`config.mk`:
```
export PLATFORM = sky130hd
export DESIGN_NAME = dram_pd_timing_host
export DESIGN_NICKNAME = d
export VERILOG_FILES = /design/src/rtl/dram_pd_timing_pkg.sv /design/src/rtl/sync_2ff.sv /design/src/rtl/nck_timer.sv /design/src/rtl/dram_pd_timing_host.sv
export VERILOG_INCLUDE_DIRS = /design/src /design/src/rtl
export SDC_FILE = /design/constraint.sdc
export NUM_CORES = 1
export LEC_CHECK = 0
export BUFFER_PORTS_ARGS = -buffer_cell sky130_fd_sc_hd__buf_2
export CAP_MARGIN = 20
export CORE_ASPECT_RATIO = 0.8
export CORE_MARGIN = 8
export CORE_UTILIZATION = 43
export CTS_CLUSTER_DIAMETER = 120
export DETAILED_ROUTE_END_ITERATION = 10
export PLACE_DENSITY = 0.68
export SLEW_MARGIN = 20
export SYNTH_ARGS = -nofsm -noshare
export SYNTH_HDL_FRONTEND = slang
export SYNTH_SLANG_ARGS = --single-unit
```
`constraint.sdc`:
```
create_clock -name clk -period 3.1 [get_ports clk]
set_clock_uncertainty 0.15 [all_clocks]
set_input_delay 0.31 -clock clk [delete_from_list [all_inputs] [get_ports clk]]
set_output_delay 0.31 -clock clk [all_outputs]
set_load 0.02 [all_outputs]
```
`src/rtl/dram_pd_timing_regs.svh`:
```
`ifndef DRAM_PD_TIMING_REGS_SVH
`define DRAM_PD_TIMING_REGS_SVH

// Fabric clock period and divider that makes the memory clock
`define CLK_PERIOD_PS 4000
`define CK_DIV 2

// Power-down exit to command
`define XP_NCK 3
`define XP_PS 6000
`define XPDLL_NCK 10
`define XPDLL_PS 24000

// Clock-enable pulse width, slower grade figure
`define CKE_NCK 3
`define CKE_PS 5625

// Command to power-down entry, plus mode-register set spacing
`define CPDED_NCK 1
`define ACTPDEN_NCK 1
`define PRPDEN_NCK 1
`define REFPDEN_NCK 1
`define RDPDEN_EXTRA 5
`define WRPDEN_BL8_EXTRA 4
`define WRPDEN_BC4_EXTRA 2
`define WR_PS 15000
`define MOD_NCK 12
`define MOD_PS 15000
`define MRD_NCK 4

// Termination high times
`define TERM_HIGH_TIME_SHORT_NCK 4
`define TERM_HIGH_TIME_LONG_NCK 6

// Write leveling
`define WLMRD_NCK 40
`define WLDQSEN_NCK 25
`define WLO_PS 9000

// Longest power-down
`define REFI_PS 7800000
`define PD_MAX_REFI 9

// Row, column and write-enable strobe codes (active low)
`define PIN_ACT 3'h3
`define PIN_PRE 3'h2
`define PIN_RD 3'h5
`define PIN_WR 3'h4
`define PIN_REF 3'h1
`define PIN_MRS 3'h0
`define PIN_NOP 3'h7
`define AP_BIT 10

`endif

```
`src/rtl/dram_pd_timing_pkg.sv`:
```
`include "dram_pd_timing_regs.svh"

package dram_pd_timing_pkg;

  typedef enum logic [3:0] {
    CMD_NOP = 4'h0,
    CMD_ACT = 4'h1,
    CMD_PRE = 4'h2,
    CMD_PREA = 4'h3,
    CMD_RD = 4'h4,
    CMD_RDA = 4'h5,
    CMD_WR = 4'h6,
    CMD_WRA = 4'h7,
    CMD_REF = 4'h8,
    CMD_MRS = 4'h9,
    CMD_PDE = 4'hA,
    CMD_PDX = 4'hB,
    CMD_WLPULSE = 4'hC
  } cmd_t;

  typedef enum logic [2:0] {
    ST_RUN = 3'h1,
    ST_PD = 3'h2,
    ST_HALT = 3'h4
  } state_t;

  // User request, held stable until acknowledged
  typedef struct packed {
    cmd_t cmd;
    logic bl8;
    logic odt;
    logic wlMode;
    logic [2:0] bank;
    logic [13:0] addr;
  } req_t;

  // Command pins towards the memory
  typedef struct packed {
    logic csN;
    logic rasN;
    logic casN;
    logic weN;
    logic [2:0] ba;
    logic [13:0] addr;
  } pins_t;

  function automatic int ceilDiv(input int num, input int den);
    return (num + den - 1) / den;
  endfunction : ceilDiv

  // Larger of a cycle count and a time rounded up to memory cycles
  function automatic int cycles(input int nck, input int ps);
    int t;
    t = ceilDiv(ps, `CLK_PERIOD_PS * `CK_DIV);
    return (t > nck) ? t : nck;
  endfunction : cycles

endpackage : dram_pd_timing_pkg

```
`src/rtl/sync_2ff.sv`:
```
`timescale 1ns/1ps

module sync_2ff #(
  parameter int W = 1
) (
  input wire logic clk,
  input wire logic rst_b,
  input wire logic ce,
  input wire logic [W-1:0] async,
  output logic [W-1:0] synced_q
);

  logic [W-1:0] meta_q;

  if (W < 1) begin : g_bad
    $error("sync_2ff width must be positive");
  end

  // First stage feeds only the second
  always_ff @(posedge clk or negedge rst_b) begin
    if (!rst_b) begin
      meta_q <= '0;
      synced_q <= '0;
    end else if (ce) begin
      meta_q <= async;
      synced_q <= meta_q;
    end
  end

endmodule : sync_2ff

```
`src/rtl/nck_timer.sv`:
```
`timescale 1ns/1ps

module nck_timer #(
  parameter int W = 8
) (
  input wire logic clk,
  input wire logic rst_b,
  input wire logic step,
  input wire logic load,
  input wire logic [W-1:0] value,
  output logic idle
);

  logic [W-1:0] count_q;

  if (W < 2) begin : g_bad
    $error("nck_timer width must be at least 2");
  end

  // Load keeps the longer of pending and new wait; step is one memory clock edge
  always_ff @(posedge clk or negedge rst_b) begin
    if (!rst_b) begin
      count_q <= '0;
    end else if (load && (value > count_q)) begin
      count_q <= value;
    end else if (step && (count_q != '0)) begin
      count_q <= count_q - 1'b1;
    end
  end

  assign idle = (count_q == '0);

endmodule : nck_timer

```
`src/rtl/dram_pd_timing_host.sv`:
```
`timescale 1ns/1ps
`include "dram_pd_timing_regs.svh"

// Function
// - After power-down exit wait max(3 cycles, 6 ns) before commands.
// - After DLL-frozen exit wait max(10 cycles, 24 ns) before DLL commands.
// - Hold clock enable at each level max(3 cycles, 5.625 ns).
// - Power-down lasts at least the pulse minimum, at most nine refresh intervals.
// - One cycle from activate to power-down entry.
// - One cycle from precharge or precharge-all to power-down entry.
// - Read to power-down entry waits read latency plus five.
// - Write to power-down waits write latency plus 4 plus rounded recovery.
// - Auto-precharge write waits write latency plus 4 plus programmed recovery plus one.
// - Fixed burst chop 4 uses write latency plus 2 instead.
// - One cycle from refresh to power-down entry.
// - Mode-register set to power-down waits the update delay.
// - Termination high at least 4 cycles without burst-8 write.
// - Termination high at least 6 cycles with accompanying burst-8 write.
// - Write leveling waits 40 cycles before first rising strobe edge.
// - Write leveling waits 25 cycles before driving the strobe pair.
// - Cycle minima count real memory clock edges, not elapsed time.
// - Illegal timing demands memory reset and full reinitialisation.
// - Mode-register set commands spaced at least 4 cycles.
// - Read, read auto-precharge and termination change need a locked DLL.
// - Recovery time converts to cycles by rounding up.
module dram_pd_timing_host
  import dram_pd_timing_pkg::*;
#(
  parameter int PDW = 14,
  parameter int PD_MAX_NCK = `PD_MAX_REFI * (`REFI_PS / (`CLK_PERIOD_PS * `CK_DIV))
) (
  input wire logic clk,
  input wire logic rst_b,
  input wire logic ce,
  input wire logic reqValid,
  input wire req_t req,
  output logic reqAck_q,
  input wire logic [4:0] readLatency,
  input wire logic [4:0] writeLatency,
  input wire logic [4:0] wrCycles,
  input wire logic fixedBurstChopMode,
  input wire logic dllFrozenPd,
  output logic ddrCk_q,
  output logic ddrCkN_q,
  output logic cke_q,
  output pins_t cmdPins_q,
  output logic odt_q,
  output logic dqs_q,
  output logic dqsN_q,
  output logic dqsOe_q,
  input wire logic wlDq,
  output logic wlResult_q,
  output logic wlResultValid_q,
  output logic inPowerDown_q,
  output logic reinitNeeded_q
);

  if ((PDW < 4) || (PDW > 30) || (PD_MAX_NCK < 4) || (PD_MAX_NCK >= (2 ** PDW))) begin : g_bad
    $error("power-down limit does not fit its counter");
  end

  // Waits in memory clock cycles, max of count and rounded-up time
  localparam logic [3:0] XP_C = 4'(cycles(`XP_NCK, `XP_PS));
  localparam logic [3:0] XPDLL_C = 4'(cycles(`XPDLL_NCK, `XPDLL_PS));
  localparam logic [3:0] CKE_C = 4'(cycles(`CKE_NCK, `CKE_PS));
  localparam logic [7:0] MOD_C = 8'(cycles(`MOD_NCK, `MOD_PS));
  localparam logic [7:0] WR_C = 8'(cycles(1, `WR_PS));
  localparam logic [3:0] MRD_C = 4'(`MRD_NCK);
  localparam logic [3:0] TERM_HIGH_TIME_SHORT_C = 4'(`TERM_HIGH_TIME_SHORT_NCK);
  localparam logic [3:0] TERM_HIGH_TIME_LONG_C = 4'(`TERM_HIGH_TIME_LONG_NCK);
  localparam logic [5:0] WLMRD_C = 6'(`WLMRD_NCK);
  localparam logic [5:0] WLDQSEN_C = 6'(`WLDQSEN_NCK);
  // Fabric cycles from strobe edge to a settled, synchronised level
  localparam logic [2:0] WLO_C = 3'(ceilDiv(`WLO_PS, `CLK_PERIOD_PS) + 2);
  localparam logic [PDW-1:0] PD_LAST = PDW'(PD_MAX_NCK - 1);

  state_t state_q;
  logic tick;
  logic legal;
  logic cmdOk;
  logic odtOk;
  logic take;
  logic pdExitNow;
  logic isWrite;
  logic isRead;
  logic [7:0] pdEnVal;
  logic [7:0] wrBase;
  logic pdEnIdle;
  logic exitIdle;
  logic dllIdle;
  logic ckeIdle;
  logic mrdIdle;
  logic termIdle;
  logic wlDrvIdle;
  logic wlEdgIdle;
  logic [PDW-1:0] pdCount_q;
  logic wlMode_q;
  logic wlSync;
  logic [2:0] wlWait_q;

  // One slot per memory clock: pins change as the clock falls, stable at the rise
  assign tick = ce & ddrCk_q;

  // Memory clock made by dividing the fabric clock
  always_ff @(posedge clk or negedge rst_b) begin
    if (!rst_b) begin
      ddrCk_q <= 1'b0;
      ddrCkN_q <= 1'b1;
    end else if (ce) begin
      ddrCk_q <= ~ddrCk_q;
      ddrCkN_q <= ddrCk_q;
    end
  end

  // Decode the pending request
  always_comb begin
    isRead = (req.cmd == CMD_RD) || (req.cmd == CMD_RDA);
    isWrite = (req.cmd == CMD_WR) || (req.cmd == CMD_WRA);
    wrBase = 8'({3'h0, writeLatency}) + (fixedBurstChopMode ? 8'(`WRPDEN_BC4_EXTRA) : 8'(`WRPDEN_BL8_EXTRA));
    legal = 1'b1;
    cmdOk = 1'b0;
    pdEnVal = 8'h00;
    unique case (req.cmd)
      CMD_NOP, CMD_PDX: begin
        cmdOk = 1'b1;
      end
      CMD_ACT: begin
        cmdOk = exitIdle;
        pdEnVal = 8'(`ACTPDEN_NCK);
      end
      CMD_PRE, CMD_PREA: begin
        cmdOk = exitIdle;
        pdEnVal = 8'(`PRPDEN_NCK);
      end
      CMD_REF: begin
        cmdOk = exitIdle;
        pdEnVal = 8'(`REFPDEN_NCK);
      end
      CMD_RD, CMD_RDA: begin
        cmdOk = exitIdle && dllIdle;
        pdEnVal = 8'({3'h0, readLatency}) + 8'(`RDPDEN_EXTRA);
      end
      CMD_WR: begin
        cmdOk = exitIdle;
        pdEnVal = wrBase + WR_C;
      end
      CMD_WRA: begin
        cmdOk = exitIdle;
        pdEnVal = wrBase + 8'({3'h0, wrCycles}) + 8'h01;
      end
      CMD_MRS: begin
        cmdOk = exitIdle && mrdIdle;
        pdEnVal = MOD_C;
      end
      CMD_PDE: begin
        cmdOk = exitIdle && pdEnIdle && ckeIdle;
      end
      CMD_WLPULSE: begin
        cmdOk = wlMode_q && wlEdgIdle && dqsOe_q;
      end
      default: begin
        legal = 1'b0;
      end
    endcase
    // Termination change is synchronous, so it needs the DLL; a fall waits its high time
    odtOk = (req.odt == odt_q) || (exitIdle && dllIdle && (req.odt || termIdle));
  end

  assign take = reqValid && tick && (state_q == ST_RUN) && legal && cmdOk && odtOk;
  // Exit on request or before the longest allowed stay runs out
  assign pdExitNow = tick && (state_q == ST_PD) && ckeIdle
    && ((reqValid && (req.cmd == CMD_PDX)) || (pdCount_q >= PD_LAST));

  // Every timer steps on real memory clock edges only
  nck_timer #(.W(8)) u_pdEn (
    .clk(clk), .rst_b(rst_b), .step(tick),
    .load(take), .value(pdEnVal), .idle(pdEnIdle)
  );
  nck_timer #(.W(4)) u_exit (
    .clk(clk), .rst_b(rst_b), .step(tick),
    .load(pdExitNow), .value(XP_C), .idle(exitIdle)
  );
  nck_timer #(.W(4)) u_dll (
    .clk(clk), .rst_b(rst_b), .step(tick),
    .load(pdExitNow && dllFrozenPd), .value(XPDLL_C), .idle(dllIdle)
  );
  nck_timer #(.W(4)) u_cke (
    .clk(clk), .rst_b(rst_b), .step(tick),
    .load((take && (req.cmd == CMD_PDE)) || pdExitNow), .value(CKE_C), .idle(ckeIdle)
  );
  nck_timer #(.W(4)) u_mrd (
    .clk(clk), .rst_b(rst_b), .step(tick),
    .load(take && (req.cmd == CMD_MRS)), .value(MRD_C), .idle(mrdIdle)
  );
  nck_timer #(.W(4)) u_term (
    .clk(clk), .rst_b(rst_b), .step(tick),
    .load(take && req.odt && !odt_q),
    .value((isWrite && req.bl8 && !fixedBurstChopMode) ? TERM_HIGH_TIME_LONG_C : TERM_HIGH_TIME_SHORT_C),
    .idle(termIdle)
  );
  nck_timer #(.W(6)) u_wlDrv (
    .clk(clk), .rst_b(rst_b), .step(tick),
    .load(take && (req.cmd == CMD_MRS) && req.wlMode), .value(WLDQSEN_C), .idle(wlDrvIdle)
  );
  nck_timer #(.W(6)) u_wlEdg (
    .clk(clk), .rst_b(rst_b), .step(tick),
    .load(take && (req.cmd == CMD_MRS) && req.wlMode), .value(WLMRD_C), .idle(wlEdgIdle)
  );

  // Run, power-down, and halt after an illegal request
  always_ff @(posedge clk or negedge rst_b) begin
    if (!rst_b) begin
      state_q <= ST_RUN;
    end else if (tick) begin
      unique case (state_q)
        ST_RUN: begin
          if (reqValid && !legal) begin
            state_q <= ST_HALT;
          end else if (take && (req.cmd == CMD_PDE)) begin
            state_q <= ST_PD;
          end
        end
        ST_PD: begin
          if (pdExitNow) begin
            state_q <= ST_RUN;
          end
        end
        ST_HALT: begin
          state_q <= ST_HALT;
        end
        default: begin
          state_q <= ST_HALT;
        end
      endcase
    end
  end

  // Time spent in power-down, in memory cycles
  always_ff @(posedge clk or negedge rst_b) begin
    if (!rst_b) begin
      pdCount_q <= '0;
    end else if (tick) begin
      if (state_q != ST_PD) begin
        pdCount_q <= '0;
      end else if (pdCount_q != PD_LAST) begin
        pdCount_q <= pdCount_q + 1'b1;
      end
    end
  end

  // Clock enable; cleared on entry, raised on exit
  always_ff @(posedge clk or negedge rst_b) begin
    if (!rst_b) begin
      cke_q <= 1'b1;
    end else if (tick) begin
      if (take && (req.cmd == CMD_PDE)) begin
        cke_q <= 1'b0;
      end else if (pdExitNow) begin
        cke_q <= 1'b1;
      end
    end
  end

  // Command pins; no-op outside a taken command, so power-down never sees a real one
  always_ff @(posedge clk or negedge rst_b) begin
    if (!rst_b) begin
      cmdPins_q <= '{csN: 1'b1, rasN: 1'b1, casN: 1'b1, weN: 1'b1, ba: 3'h0, addr: 14'h0000};
    end else if (tick) begin
      cmdPins_q.csN <= 1'b0;
      cmdPins_q.ba <= req.bank;
      cmdPins_q.addr <= req.addr;
      {cmdPins_q.rasN, cmdPins_q.casN, cmdPins_q.weN} <= `PIN_NOP;
      if (take) begin
        unique case (req.cmd)
          CMD_ACT: {cmdPins_q.rasN, cmdPins_q.casN, cmdPins_q.weN} <= `PIN_ACT;
          CMD_PRE, CMD_PREA: {cmdPins_q.rasN, cmdPins_q.casN, cmdPins_q.weN} <= `PIN_PRE;
          CMD_RD, CMD_RDA: {cmdPins_q.rasN, cmdPins_q.casN, cmdPins_q.weN} <= `PIN_RD;
          CMD_WR, CMD_WRA: {cmdPins_q.rasN, cmdPins_q.casN, cmdPins_q.weN} <= `PIN_WR;
          CMD_REF: {cmdPins_q.rasN, cmdPins_q.casN, cmdPins_q.weN} <= `PIN_REF;
          CMD_MRS: {cmdPins_q.rasN, cmdPins_q.casN, cmdPins_q.weN} <= `PIN_MRS;
          default: {cmdPins_q.rasN, cmdPins_q.casN, cmdPins_q.weN} <= `PIN_NOP;
        endcase
        // Auto-precharge flag follows the command, overriding the user address bit
        if ((req.cmd == CMD_PREA) || (req.cmd == CMD_RDA) || (req.cmd == CMD_WRA)) begin
          cmdPins_q.addr[`AP_BIT] <= 1'b1;
        end else if ((req.cmd == CMD_PRE) || isRead || isWrite) begin
          cmdPins_q.addr[`AP_BIT] <= 1'b0;
        end
      end
    end
  end

  // Termination control follows the request once its checks pass
  always_ff @(posedge clk or negedge rst_b) begin
    if (!rst_b) begin
      odt_q <= 1'b0;
    end else if (take) begin
      odt_q <= req.odt;
    end
  end

  // Write leveling mode and strobe pair
  always_ff @(posedge clk or negedge rst_b) begin
    if (!rst_b) begin
      wlMode_q <= 1'b0;
      dqs_q <= 1'b0;
      dqsN_q <= 1'b1;
      dqsOe_q <= 1'b0;
    end else if (tick) begin
      if (take && (req.cmd == CMD_MRS)) begin
        wlMode_q <= req.wlMode;
      end
      // Strobe leaves idle only after the drive delay has run
      dqsOe_q <= wlMode_q && wlDrvIdle && !(take && (req.cmd == CMD_MRS) && !req.wlMode);
      dqs_q <= take && (req.cmd == CMD_WLPULSE);
      dqsN_q <= !(take && (req.cmd == CMD_WLPULSE));
    end
  end

  sync_2ff #(.W(1)) u_wlSync (
    .clk(clk),
    .rst_b(rst_b),
    .ce(ce),
    .async(wlDq),
    .synced_q(wlSync)
  );

  // Sample the returned level after the longest output delay plus synchroniser
  always_ff @(posedge clk or negedge rst_b) begin
    if (!rst_b) begin
      wlWait_q <= 3'h0;
      wlResult_q <= 1'b0;
      wlResultValid_q <= 1'b0;
    end else if (ce) begin
      wlResultValid_q <= 1'b0;
      if (take && (req.cmd == CMD_WLPULSE)) begin
        wlWait_q <= WLO_C;
      end else if (wlWait_q != 3'h0) begin
        wlWait_q <= wlWait_q - 3'h1;
        if (wlWait_q == 3'h1) begin
          wlResult_q <= wlSync;
          wlResultValid_q <= 1'b1;
        end
      end
    end
  end

  // Acknowledge, status flags
  always_ff @(posedge clk or negedge rst_b) begin
    if (!rst_b) begin
      reqAck_q <= 1'b0;
      inPowerDown_q <= 1'b0;
      reinitNeeded_q <= 1'b0;
    end else if (ce) begin
      reqAck_q <= take || (pdExitNow && reqValid && (req.cmd == CMD_PDX));
      inPowerDown_q <= (state_q == ST_PD);
      reinitNeeded_q <= (state_q == ST_HALT) || reinitNeeded_q;
    end
  end

endmodule : dram_pd_timing_host

```
==> metrics.json, run 1 <==
{
  "synth.area.mux_share": {"value": 0.03809},
  "post_synth_fa_ha_maj_area_fraction": {"value": 0.08098},
  "combined_global_route_utilization_of_all_metal_layers": {"value": 0.1733},
  "grt_setup_unrepaired": {"value": "yes"},
  "p_leak": {"value": 3.493, "unit": "nW"},
  "detail_route.drc_violations": {"value": 0},
  "final_period_minus_worst_setup_slack": {"value": 3.524, "unit": "ns"},
  "critPathSlowestCell": {"value": "sky130_fd_sc_hd__fa_2"},
  "critical_path.cell_chain": {"value": "buf_8 -> ha_4 -> inv_2 -> fa_2 -> xnor2_2 -> ha_1 -> buf_6 -> a21o_1 -> a21oi_2 -> o2bb2ai_1 -> nor4bb_4 -> ha_1 -> buf_4 -> buf_4 -> a211oi_2 -> nor4_4 -> buf_4 -> mux2_4"},
  "floorplan.die.width": {"value": 145.3, "unit": "microns"},
  "slew_headroom": {"value": 0.4516},
  "num_io_pins": {"value": 79},
  "post-synth-top-count-cell": {"value": "sky130_fd_sc_hd__nand2_1"},
  "critPathLaunchType": {"value": "input pin"},
  "area_of_all_placed_cells_without_fillers": {"value": 0.007311, "unit": "sq mm"},
  "tritoncts_num_sinks": {"value": 96},
  "whs_path_depth": {"value": 3},
  "cts_tree": {"value": "done"},
  "utilization": {"value": 0.5640},
  "slew_viol_final": {"value": 0},
  "detail_route.vias_per_cell": {"value": 5.358},
  "power_density": {"value": 633.2, "unit": "mW/mm^2"},
  "first_global_vias": {"value": 5237},
  "gp_congestion": {"value": 0.8565},
  "post_synth_and_or_nand_nor_area_fraction": {"value": 0.2296},
  "detailedRoute.firstIterationViolations": {"value": 394},
  "synth_fp_nets": {"value": 703},
  "post-synth-top-area-fraction": {"value": 0.3831},
  "setup.worst_path.class": {"value": "in -> reg"},
  "finalHoldViolCount": {"value": 0},
  "synth_async_sr_flop_share": {"value": 1.000},
  "synthesis.area": {"value": 0.005748, "unit": "sq mm"},
  "worstMarginPinSlew": {"value": 0.8170, "unit": "ns"},
  "cts-buffers-inserted": {"value": 9},
  "critical-path-max-stage-delay": {"value": 0.36, "unit": "ns"},
  "synth_sequential_area_ratio": {"value": 0.4197},
  "dr_total_vias": {"value": 5047},
  "worst-endpoint-arrival": {"value": 3.60, "unit": "ns"},
  "cts_max_level": {"value": 3},
  "global_route_wire_length_before_repair": {"value": 25010, "unit": "microns"},
  "grt_antenna_before_repair": {"value": 1},
  "whs": {"value": 0.007272, "unit": "ns"},
  "combinational_family_with_the_most_area_after_synthesis": {"value": "simple AND/OR/NAND/NOR gates"},
  "timing.max_cap.violations": {"value": 0},
  "route.final.wire_length": {"value": 15010, "unit": "microns"},
  "grt_start_max_net_pins": {"value": 56},
  "first_pass_iters": {"value": 6},
  "post_route_cells_drive_above_1_share": {"value": 0.2689},
  "reg2reg_from": {"value": "u_pdEn.count_q[0]"},
  "worstPathBufferInverterCount": {"value": 6},
  "synth_cells": {"value": 621},
  "multiInputGateArea": {"value": 0.003239, "unit": "sq mm"},
  "synth_top_flop_cell": {"value": "sky130_fd_sc_hd__dfrtp_1"},
  "synth_top_cell_by_area": {"value": "sky130_fd_sc_hd__dfrtp_1"},
  "sequential_cell_area": {"value": 0.002412, "unit": "sq mm"},
  "worstPathMaxFanout": {"value": 3},
  "critical_path.endpoint_type": {"value": "flop"},
  "ys_ff_latch": {"value": 96},
  "worst_min_path_class": {"value": "in -> reg"},
  "detail_route.wl_per_cell": {"value": 15.93, "unit": "microns"},
  "netlist-cell-type-count": {"value": 66},
  "worstPathRequired": {"value": 3.17, "unit": "ns"},
  "average_cell_area_after_synthesis": {"value": 9.256, "unit": "sq um"},
  "die_height": {"value": 119.4, "unit": "microns"},
  "clock_tree_root_driver_cell": {"value": "sky130_fd_sc_hd__clkbuf_16"},
  "placement_cell_area": {"value": 0.006734, "unit": "sq mm"},
  "synth_xor_xnor_area_share": {"value": 0.06704},
  "result_of_the_run": {"value": "finished, violations left"},
  "numPlacedInstances": {"value": 908},
  "vdd_ir_drop_max": {"value": 0.4591, "unit": "mV"},
  "core-area": {"value": 0.01296, "unit": "sq mm"},
  "critical_path_depth": {"value": 18},
  "ys_top_cells_by_area": {"value": "sky130_fd_sc_hd__dfrtp_1, sky130_fd_sc_hd__ha_1, sky130_fd_sc_hd__nand2_1"},
  "finalCritPeriodShare": {"value": 1.137},
  "nNetsFinal": {"value": 843},
  "r2r.worst_path.cells": {"value": 9},
  "crit_path_frequent_cell": {"value": "sky130_fd_sc_hd__buf_4"},
  "hpwl_reported_at_the_end_of_detailed_placement": {"value": 11070, "unit": "microns"},
  "clkTransAtPathRegs": {"value": 0.07, "unit": "ns"},
  "min-delay-start": {"value": "req[13]"},
  "synth-compound-area-share": {"value": 0.1263},
  "synth.yosys.warnings": {"value": 0},
  "final_setup_slack_of_the_worst_path": {"value": -0.4238, "unit": "ns"},
  "count_of_flip_flops_with_a_built_in_enable_after_synthesis": {"value": 0},
  "area.growth.synth_to_final": {"value": 27.19, "unit": "%"},
  "starting_density": {"value": 0.4434},
  "post_synth_most_frequent_cells": {"value": "sky130_fd_sc_hd__nand2_1, sky130_fd_sc_hd__dfrtp_1, sky130_fd_sc_hd__nor2_1"},
  "num-fill-cells": {"value": 1133},
  "place_worst_setup_slack": {"value": -1.046, "unit": "ns"},
  "rows": {"value": 37},
  "critical_path.top_delay_family": {"value": "adder cells"},
  "globalRoute.totalOverflow": {"value": 0},
  "violations_in_the_final_reports": {"value": "setup timing"},
  "numPortBuffers": {"value": 78},
  "report.final.setup_viol": {"value": 8},
  "clock_latency": {"value": 0.35, "unit": "ns"},
  "final_cell_count_no_fill": {"value": 942},
  "ant_nets": {"value": 0},
  "fmax": {"value": 0.2838, "unit": "GHz"},
  "worstSetupStartpoint": {"value": "writeLatency[1]"},
  "die_area": {"value": 0.01735, "unit": "sq mm"},
  "clock_tree.buffer_depth": {"value": 2}
}
==> timing repair <==
item                       in CTS  in global routing
gates cloned                    0                  0
setup endpoints to repair       8                  8
setup buffers                   5                  3
pin swaps                      17                 10
hold endpoints to repair       56                  0
gates resized for setup         9                 10
hold buffers                   10                  0
==> path summary, 6_finish.rpt <==
check | end | slack, ns
worst max-delay path | u_pdEn.count_q[1] | -0.42
worst min-delay path | cmdPins_q[13] | 0.007
worst max register to register | odt_q | 0.13
worst min register to register | cke_q | 0.32
max in group asynchronous | state_q[0] | 1.58
min in group asynchronous | u_pdEn.count_q[6] | 0.41
==> layer usage <==
| layer | vias up | global-route usage | wire (microns) |
|---|---|---|---|
| met3 | 35 | 0.04654 | 754 |
| li1 | 2455 | - | - |
| met1 | 2415 | 0.2084 | 6657 |
| met5 | - | 0 | 0 |
| met4 | 0 | 0.06165 | 312 |
| met2 | 142 | 0.2952 | 7286 |
==> placed cells by master, fill, tap and decap left out, types with 4 or more instances in the layout <==
master / instances
sky130_fd_sc_hd__xor2_1: 15
sky130_fd_sc_hd__clkbuf_16: 9
sky130_fd_sc_hd__nor3_1: 17
sky130_fd_sc_hd__o211ai_1: 4
sky130_fd_sc_hd__xnor2_1: 28
sky130_fd_sc_hd__nor2_1: 54
sky130_fd_sc_hd__nand2b_1: 11
sky130_fd_sc_hd__nor4_1: 12
sky130_fd_sc_hd__or3_1: 7
sky130_fd_sc_hd__nor2b_1: 5
sky130_fd_sc_hd__or4_1: 4
sky130_fd_sc_hd__a211oi_1: 4
sky130_fd_sc_hd__mux2i_1: 5
sky130_fd_sc_hd__nand3_1: 10
sky130_fd_sc_hd__a211o_1: 8
sky130_fd_sc_hd__mux2_4: 6
sky130_fd_sc_hd__a21o_1: 7
sky130_fd_sc_hd__mux2_2: 7
sky130_fd_sc_hd__ha_1: 31
sky130_fd_sc_hd__buf_4: 58
sky130_fd_sc_hd__buf_2: 75
sky130_fd_sc_hd__nand4_1: 12
sky130_fd_sc_hd__nor3b_1: 7
sky130_fd_sc_hd__dfstp_2: 8
sky130_fd_sc_hd__dfrtp_1: 88
sky130_fd_sc_hd__nand2_1: 91
sky130_fd_sc_hd__o21ai_0: 35
sky130_fd_sc_hd__and3_1: 5
sky130_fd_sc_hd__a21oi_1: 13
sky130_fd_sc_hd__dlygate4sd3_1: 10
sky130_fd_sc_hd__inv_1: 38
sky130_fd_sc_hd__a31oi_1: 4
sky130_fd_sc_hd__a21oi_2: 4
sky130_fd_sc_hd__and2_1: 4
==> cell families (layout without fill, tap and decap cells) <==
group,after synthesis,count (layout)
other,0,1
AO/OA/AOI/OAI,109,109
flip-flops,96,96
XOR/XNOR,44,44
buffers and inverters,58,203
adder cells (fa/ha/maj),36,36
multiplexers,18,18
AND/OR/NAND/NOR,260,260
==> worst min-delay path, cell delays in order <==
cell and delay (ns):
sky130_fd_sc_hd__buf_2 0.07, sky130_fd_sc_hd__nand2_1 0.04, sky130_fd_sc_hd__nand2_1 0.05
==> where the power goes <==
part	internal, mW	switching, mW
combinational	0.705	0.958
clock	0.714	0.492
sequential	1.53	0.230
==> through the flow <==
| step | setup TNS (ns) | power (mW) |
|---|---|---|
| 6_report | -2.774 | 4.629 |
| 2_1_floorplan | -4.069 | 2.812 |
| 5_1_grt | -3.558 | 4.926 |
| 4_1_cts | -1.904 | 4.612 |
| 3_3_place_gp | -6.211 | 3.266 |
| 3_5_place_dp | -7.809 | 3.353 |
==> flip-flops by register name, summed over array words and instances, names as in the netlist, 3 cells and up <==
name,cells
cmdPins_q,21
pdCount_q,14
u_pdEn.count_q,8
u_wlDrv.count_q,6
u_wlEdg.count_q,6
u_cke.count_q,4
u_dll.count_q,4
u_exit.count_q,4
u_mrd.count_q,4
u_term.count_q,4
state_q,3
wlWait_q,3
==> cell type report <==
cell class | instances | area share
diodes | 1 | 0.0003423
clock buffers | 9 | 0.03081
clock inverters | 7 | 0.01352
inverters | 40 | 0.02054
multi-input cells | 467 | 0.4431
flip-flops and latches | 96 | 0.3300
well taps | 175 | 0.02995
repair buffers | 147 | 0.1318
Note: power is estimated with default switching activity, not from simulation.
==> inputs of run 2 (changes only) <==
--- a/config.mk
+++ b/config.mk
@@ -6,14 +6,15 @@
 export SDC_FILE = /design/constraint.sdc
 export NUM_CORES = 1
 export LEC_CHECK = 0
+export ABC_AREA = 1
 export BUFFER_PORTS_ARGS = -buffer_cell sky130_fd_sc_hd__buf_2
 export CAP_MARGIN = 20
 export CORE_ASPECT_RATIO = 0.8
 export CORE_MARGIN = 8
 export CORE_UTILIZATION = 43
-export CTS_CLUSTER_DIAMETER = 120
+export CTS_CLUSTER_DIAMETER = 60
 export DETAILED_ROUTE_END_ITERATION = 10
-export PLACE_DENSITY = 0.68
+export PLACE_DENSITY = 0.67
 export SLEW_MARGIN = 20
 export SYNTH_ARGS = -nofsm -noshare
 export SYNTH_HDL_FRONTEND = slang
==> run 2 against run 1 <==
The flow now finishes without violations. Highest routed layer unchanged. Largest cell class unchanged. Final area up 2.9%. Sequential power rose by 5%. Flip-flop and latch count did not move. Maximum frequency rose by 15%. Setup slack gained 0.47 ns. Via count is 9.1% higher. Routed wire length is 3.6% lower. Critical path depth is 4 higher.
==> metrics.json, run 2 <==
{
  "gp_congestion": {"value": 0.8474},
  "synth.yosys.warnings": {"value": 0},
  "worstPathBufferInverterCount": {"value": 5},
  "detailed_routed_wire_length_on_met2": {"value": 6607, "unit": "microns"},
  "tritoncts_num_sinks": {"value": 96},
  "layout.cells.most_common": {"value": "sky130_fd_sc_hd__nand2_1"},
  "synth_fp_nets": {"value": 895},
  "insertedDiodeCount": {"value": 0},
  "biggestRegsByFlops": {"value": "cmdPins_q: 21 flops, pdCount_q: 14 flops, u_pdEn.count_q: 8 flops"},
  "critical_path.endpoint_type": {"value": "flop"},
  "starting_density": {"value": 0.4432},
  "synthesis.area": {"value": 0.006048, "unit": "sq mm"},
  "timing.max_cap.violations": {"value": 0},
  "cts-buffers-inserted": {"value": 9},
  "registers.top_by_ff_count": {"value": "cmdPins_q"},
  "post-cts-setup-buffer-count": {"value": 0},
  "count_of_flip_flops_with_a_built_in_enable_after_synthesis": {"value": 0},
  "average_cell_area_after_synthesis": {"value": 7.439, "unit": "sq um"},
  "whs": {"value": 0.01865, "unit": "ns"},
  "numPortBuffers": {"value": 78},
  "clock_tree_root_driver_cell": {"value": "sky130_fd_sc_hd__clkbuf_16"},
  "cts_tree": {"value": "done"},
  "internal_power_of_the_cells": {"value": 2.836, "unit": "mW"},
  "netlist-cell-type-count": {"value": 46},
  "nNetsFinal": {"value": 1021},
  "worst-endpoint-arrival": {"value": 3.15, "unit": "ns"},
  "synth_cells": {"value": 813},
  "ys_ff_latch": {"value": 96},
  "critPathLaunchType": {"value": "input pin"},
  "finalCritPeriodShare": {"value": 0.9846},
  "setup.worst_path.class": {"value": "in -> reg"},
  "first_pass_iters": {"value": 5},
  "die_area": {"value": 0.01814, "unit": "sq mm"},
  "grt_start_max_net_pins": {"value": 66},
  "utilization": {"value": 0.5513},
  "net-switching-power": {"value": 1.742, "unit": "mW"},
  "die_height": {"value": 122.1, "unit": "microns"},
  "globalRoute.totalOverflow": {"value": 0},
  "post-synth-top-count-cell": {"value": "sky130_fd_sc_hd__nand2_1"},
  "finalHoldViolCount": {"value": 0},
  "clkPwrFrac": {"value": 0.234},
  "clock_tree.buffer_depth": {"value": 2},
  "slew_headroom": {"value": 0.6098},
  "share_seq_of_total_power": {"value": 0.404},
  "power_frac_comb": {"value": 0.362},
  "first_global_vias": {"value": 5338},
  "synth_top_flop_cell": {"value": "sky130_fd_sc_hd__dfrtp_1"},
  "critical_path.cell_chain": {"value": "buf_8 -> ha_4 -> inv_2 -> fa_2 -> inv_2 -> ha_4 -> a21oi_2 -> or2_4 -> nand3_2 -> nand2_2 -> nand3_2 -> nand3_4 -> ha_4 -> a21o_1 -> a21oi_2 -> a21oi_4 -> nand3_4 -> buf_6 -> o21ai_0 -> nand2_1 -> nand2_1 -> inv_1"},
  "wl_met1": {"value": 7104, "unit": "microns"},
  "post_route_cells_drive_above_1_share": {"value": 0.2034},
  "clkTransAtPathRegs": {"value": 0.07, "unit": "ns"},
  "route.final.wire_length": {"value": 14470, "unit": "microns"},
  "synth_sequential_area_ratio": {"value": 0.3988},
  "synth_top_cell_by_area": {"value": "sky130_fd_sc_hd__dfrtp_1"},
  "detail_route.vias_per_cell": {"value": 4.898},
  "hpwl_reported_at_the_end_of_detailed_placement": {"value": 10770, "unit": "microns"},
  "num-fill-cells": {"value": 1282},
  "grt_setup_unrepaired": {"value": "yes"},
  "worst_min_path_class": {"value": "in -> reg"},
  "critical-path-max-stage-delay": {"value": 0.51, "unit": "ns"},
  "area.growth.synth_to_final": {"value": 24.39, "unit": "%"},
  "top_signal_layer_used": {"value": "met4"},
  "core-area": {"value": 0.01365, "unit": "sq mm"},
  "detail_route.wl_per_cell": {"value": 12.87, "unit": "microns"},
  "final_cell_mix": {"value": "sky130_fd_sc_hd__nand2_1, sky130_fd_sc_hd__inv_1, sky130_fd_sc_hd__dfrtp_1"},
  "met3_length": {"value": 555, "unit": "microns"},
  "global_route_wire_length_before_repair": {"value": 24900, "unit": "microns"},
  "ys_top_cells_by_area": {"value": "sky130_fd_sc_hd__dfrtp_1, sky130_fd_sc_hd__nand2_1, sky130_fd_sc_hd__inv_1"},
  "power_density": {"value": 608.5, "unit": "mW/mm^2"},
  "rows": {"value": 38},
  "post-synth-top-area-fraction": {"value": 0.3641},
  "crit_path_frequent_cell": {"value": "sky130_fd_sc_hd__ha_4"},
  "num_io_pins": {"value": 79},
  "combined_global_route_utilization_of_all_metal_layers": {"value": 0.1667},
  "final_period_minus_worst_setup_slack": {"value": 3.052, "unit": "ns"},
  "fmax": {"value": 0.3276, "unit": "GHz"},
  "dr_total_vias": {"value": 5505},
  "synth_async_sr_flop_share": {"value": 1.000},
  "vdd_ir_drop_max": {"value": 0.4102, "unit": "mV"},
  "post_synth_most_frequent_cells": {"value": "sky130_fd_sc_hd__nand2_1, sky130_fd_sc_hd__inv_1, sky130_fd_sc_hd__dfrtp_1"},
  "power.switching_fraction": {"value": 0.3806},
  "result_of_the_run": {"value": "completed"},
  "max_ffs_per_register": {"value": 21},
  "slew_viol_final": {"value": 0},
  "ant_nets": {"value": 0},
  "worstPathRequired": {"value": 3.19, "unit": "ns"},
  "detailedRoute.firstIterationViolations": {"value": 338},
  "critPathSlowestCell": {"value": "sky130_fd_sc_hd__fa_2"},
  "p_leak": {"value": 3.924, "unit": "nW"},
  "floorplan.die.width": {"value": 148.6, "unit": "microns"},
  "worstPathMaxFanout": {"value": 5},
  "report.final.setup_viol": {"value": 0},
  "critical_path.top_delay_family": {"value": "adder cells"},
  "worstMarginPinSlew": {"value": 0.5800, "unit": "ns"},
  "grt_antenna_before_repair": {"value": 0},
  "detail_route.drc_violations": {"value": 0},
  "cts_max_level": {"value": 3},
  "clock_latency": {"value": 0.35, "unit": "ns"}
}
-- run 2: changes by cell type after synthesis, sizes merged, moves of 8 or more --
cell    delta
inv       +87
nor2      +16
xnor2     -23
nand2b    -11
nand2    +149
a211o      -8
mux2      -12
nand4     +11
nand3     +55
-- run 2: kinds of logic after synthesis --
logic type,share of synthesized area
adders and majority gates,0.07696
muxes,0.001862
buffers and inverters,0.08709
AOI/OAI and AO/OA,0.07406
xor gates and xnor gates,0.03910
and+or+nand+nor,0.3221
DFF,0.3988
-- run 2: cell type report --
cell class / count / area, sq um / area share
Clock buffer: 9 / 225.2 / 0.02994
Clock inverter: 7 / 65.06 / 0.008648
Inverter: 127 / 479.2 / 0.06370
Multi-Input combinational cell: 581 / 3292 / 0.4376
Sequential cell: 96 / 2412 / 0.3206
Tap cell: 180 / 225.2 / 0.02994
Timing Repair Buffer: 124 / 824.5 / 0.1096
-- run 2: worst paths after layout --
path / startpoint / cells past startpoint / endpoint / slack (ns)
setup / recovery: fixedBurstChopMode / 22 / u_pdEn.count_q[4] / 0.05
hold / removal: wlDq / 3 / u_wlSync.meta_q / 0.02
setup reg to reg: u_cke.count_q[0] / 12 / u_term.count_q[0] / 0.74
hold reg to reg: cmdPins_q[20] / 2 / cmdPins_q[20] / 0.29
max in group asynchronous: rst_b / 3 / cmdPins_q[17] / 1.77
min in group asynchronous: rst_b / 2 / u_pdEn.count_q[2] / 0.29
-- run 2: metal layers --
layer	vias to the layer above	global-route usage
met3	15	0.04040
met4	0	0.04514
met1	2516	0.2223
li1	2871	-
met5	-	0
met2	103	0.2662
-- run 2: worst min-delay path: stages --
cell and delay, ns:
sky130_fd_sc_hd__buf_2 0.07, sky130_fd_sc_hd__nand2_1 0.04, sky130_fd_sc_hd__nand2_1 0.06
-- run 2: repair_timing --
item                                   in CTS  in global routing
endpoints found under the hold margin      43                  0
setup endpoints to repair                   3                  8
pin swaps                                   1                 21
gates resized for setup                     3                 25
hold buffers                               17                  0
-- run 2: stage by stage --
stage	power (mW)	setup TNS [ns]	std cells	setup slack (ns)	cell area, sq um
6_report	4.578	0	1124	0.04774	7523
3_3_place_gp	3.410	-2.199	1091	-0.3081	6918
5_1_grt	4.973	-0.4484	1124	-0.1088	7523
3_5_place_dp	3.437	-2.951	1091	-0.4047	6918
4_1_cts	4.573	0	1124	0.02460	7401
2_1_floorplan	3.004	-0.5372	813	-0.1005	6117
-- run 2: power groups by stage --
stage | clock network [mW] | registers (mW) | logic, mW
after floorplan | 0 | 1.89 | 1.11
after global placement | 0 | 1.86 | 1.55
after detailed placement | 0 | 1.86 | 1.58
after CTS | 1.11 | 1.85 | 1.61
after global routing | 1.16 | 1.89 | 1.92
final | 1.07 | 1.85 | 1.66
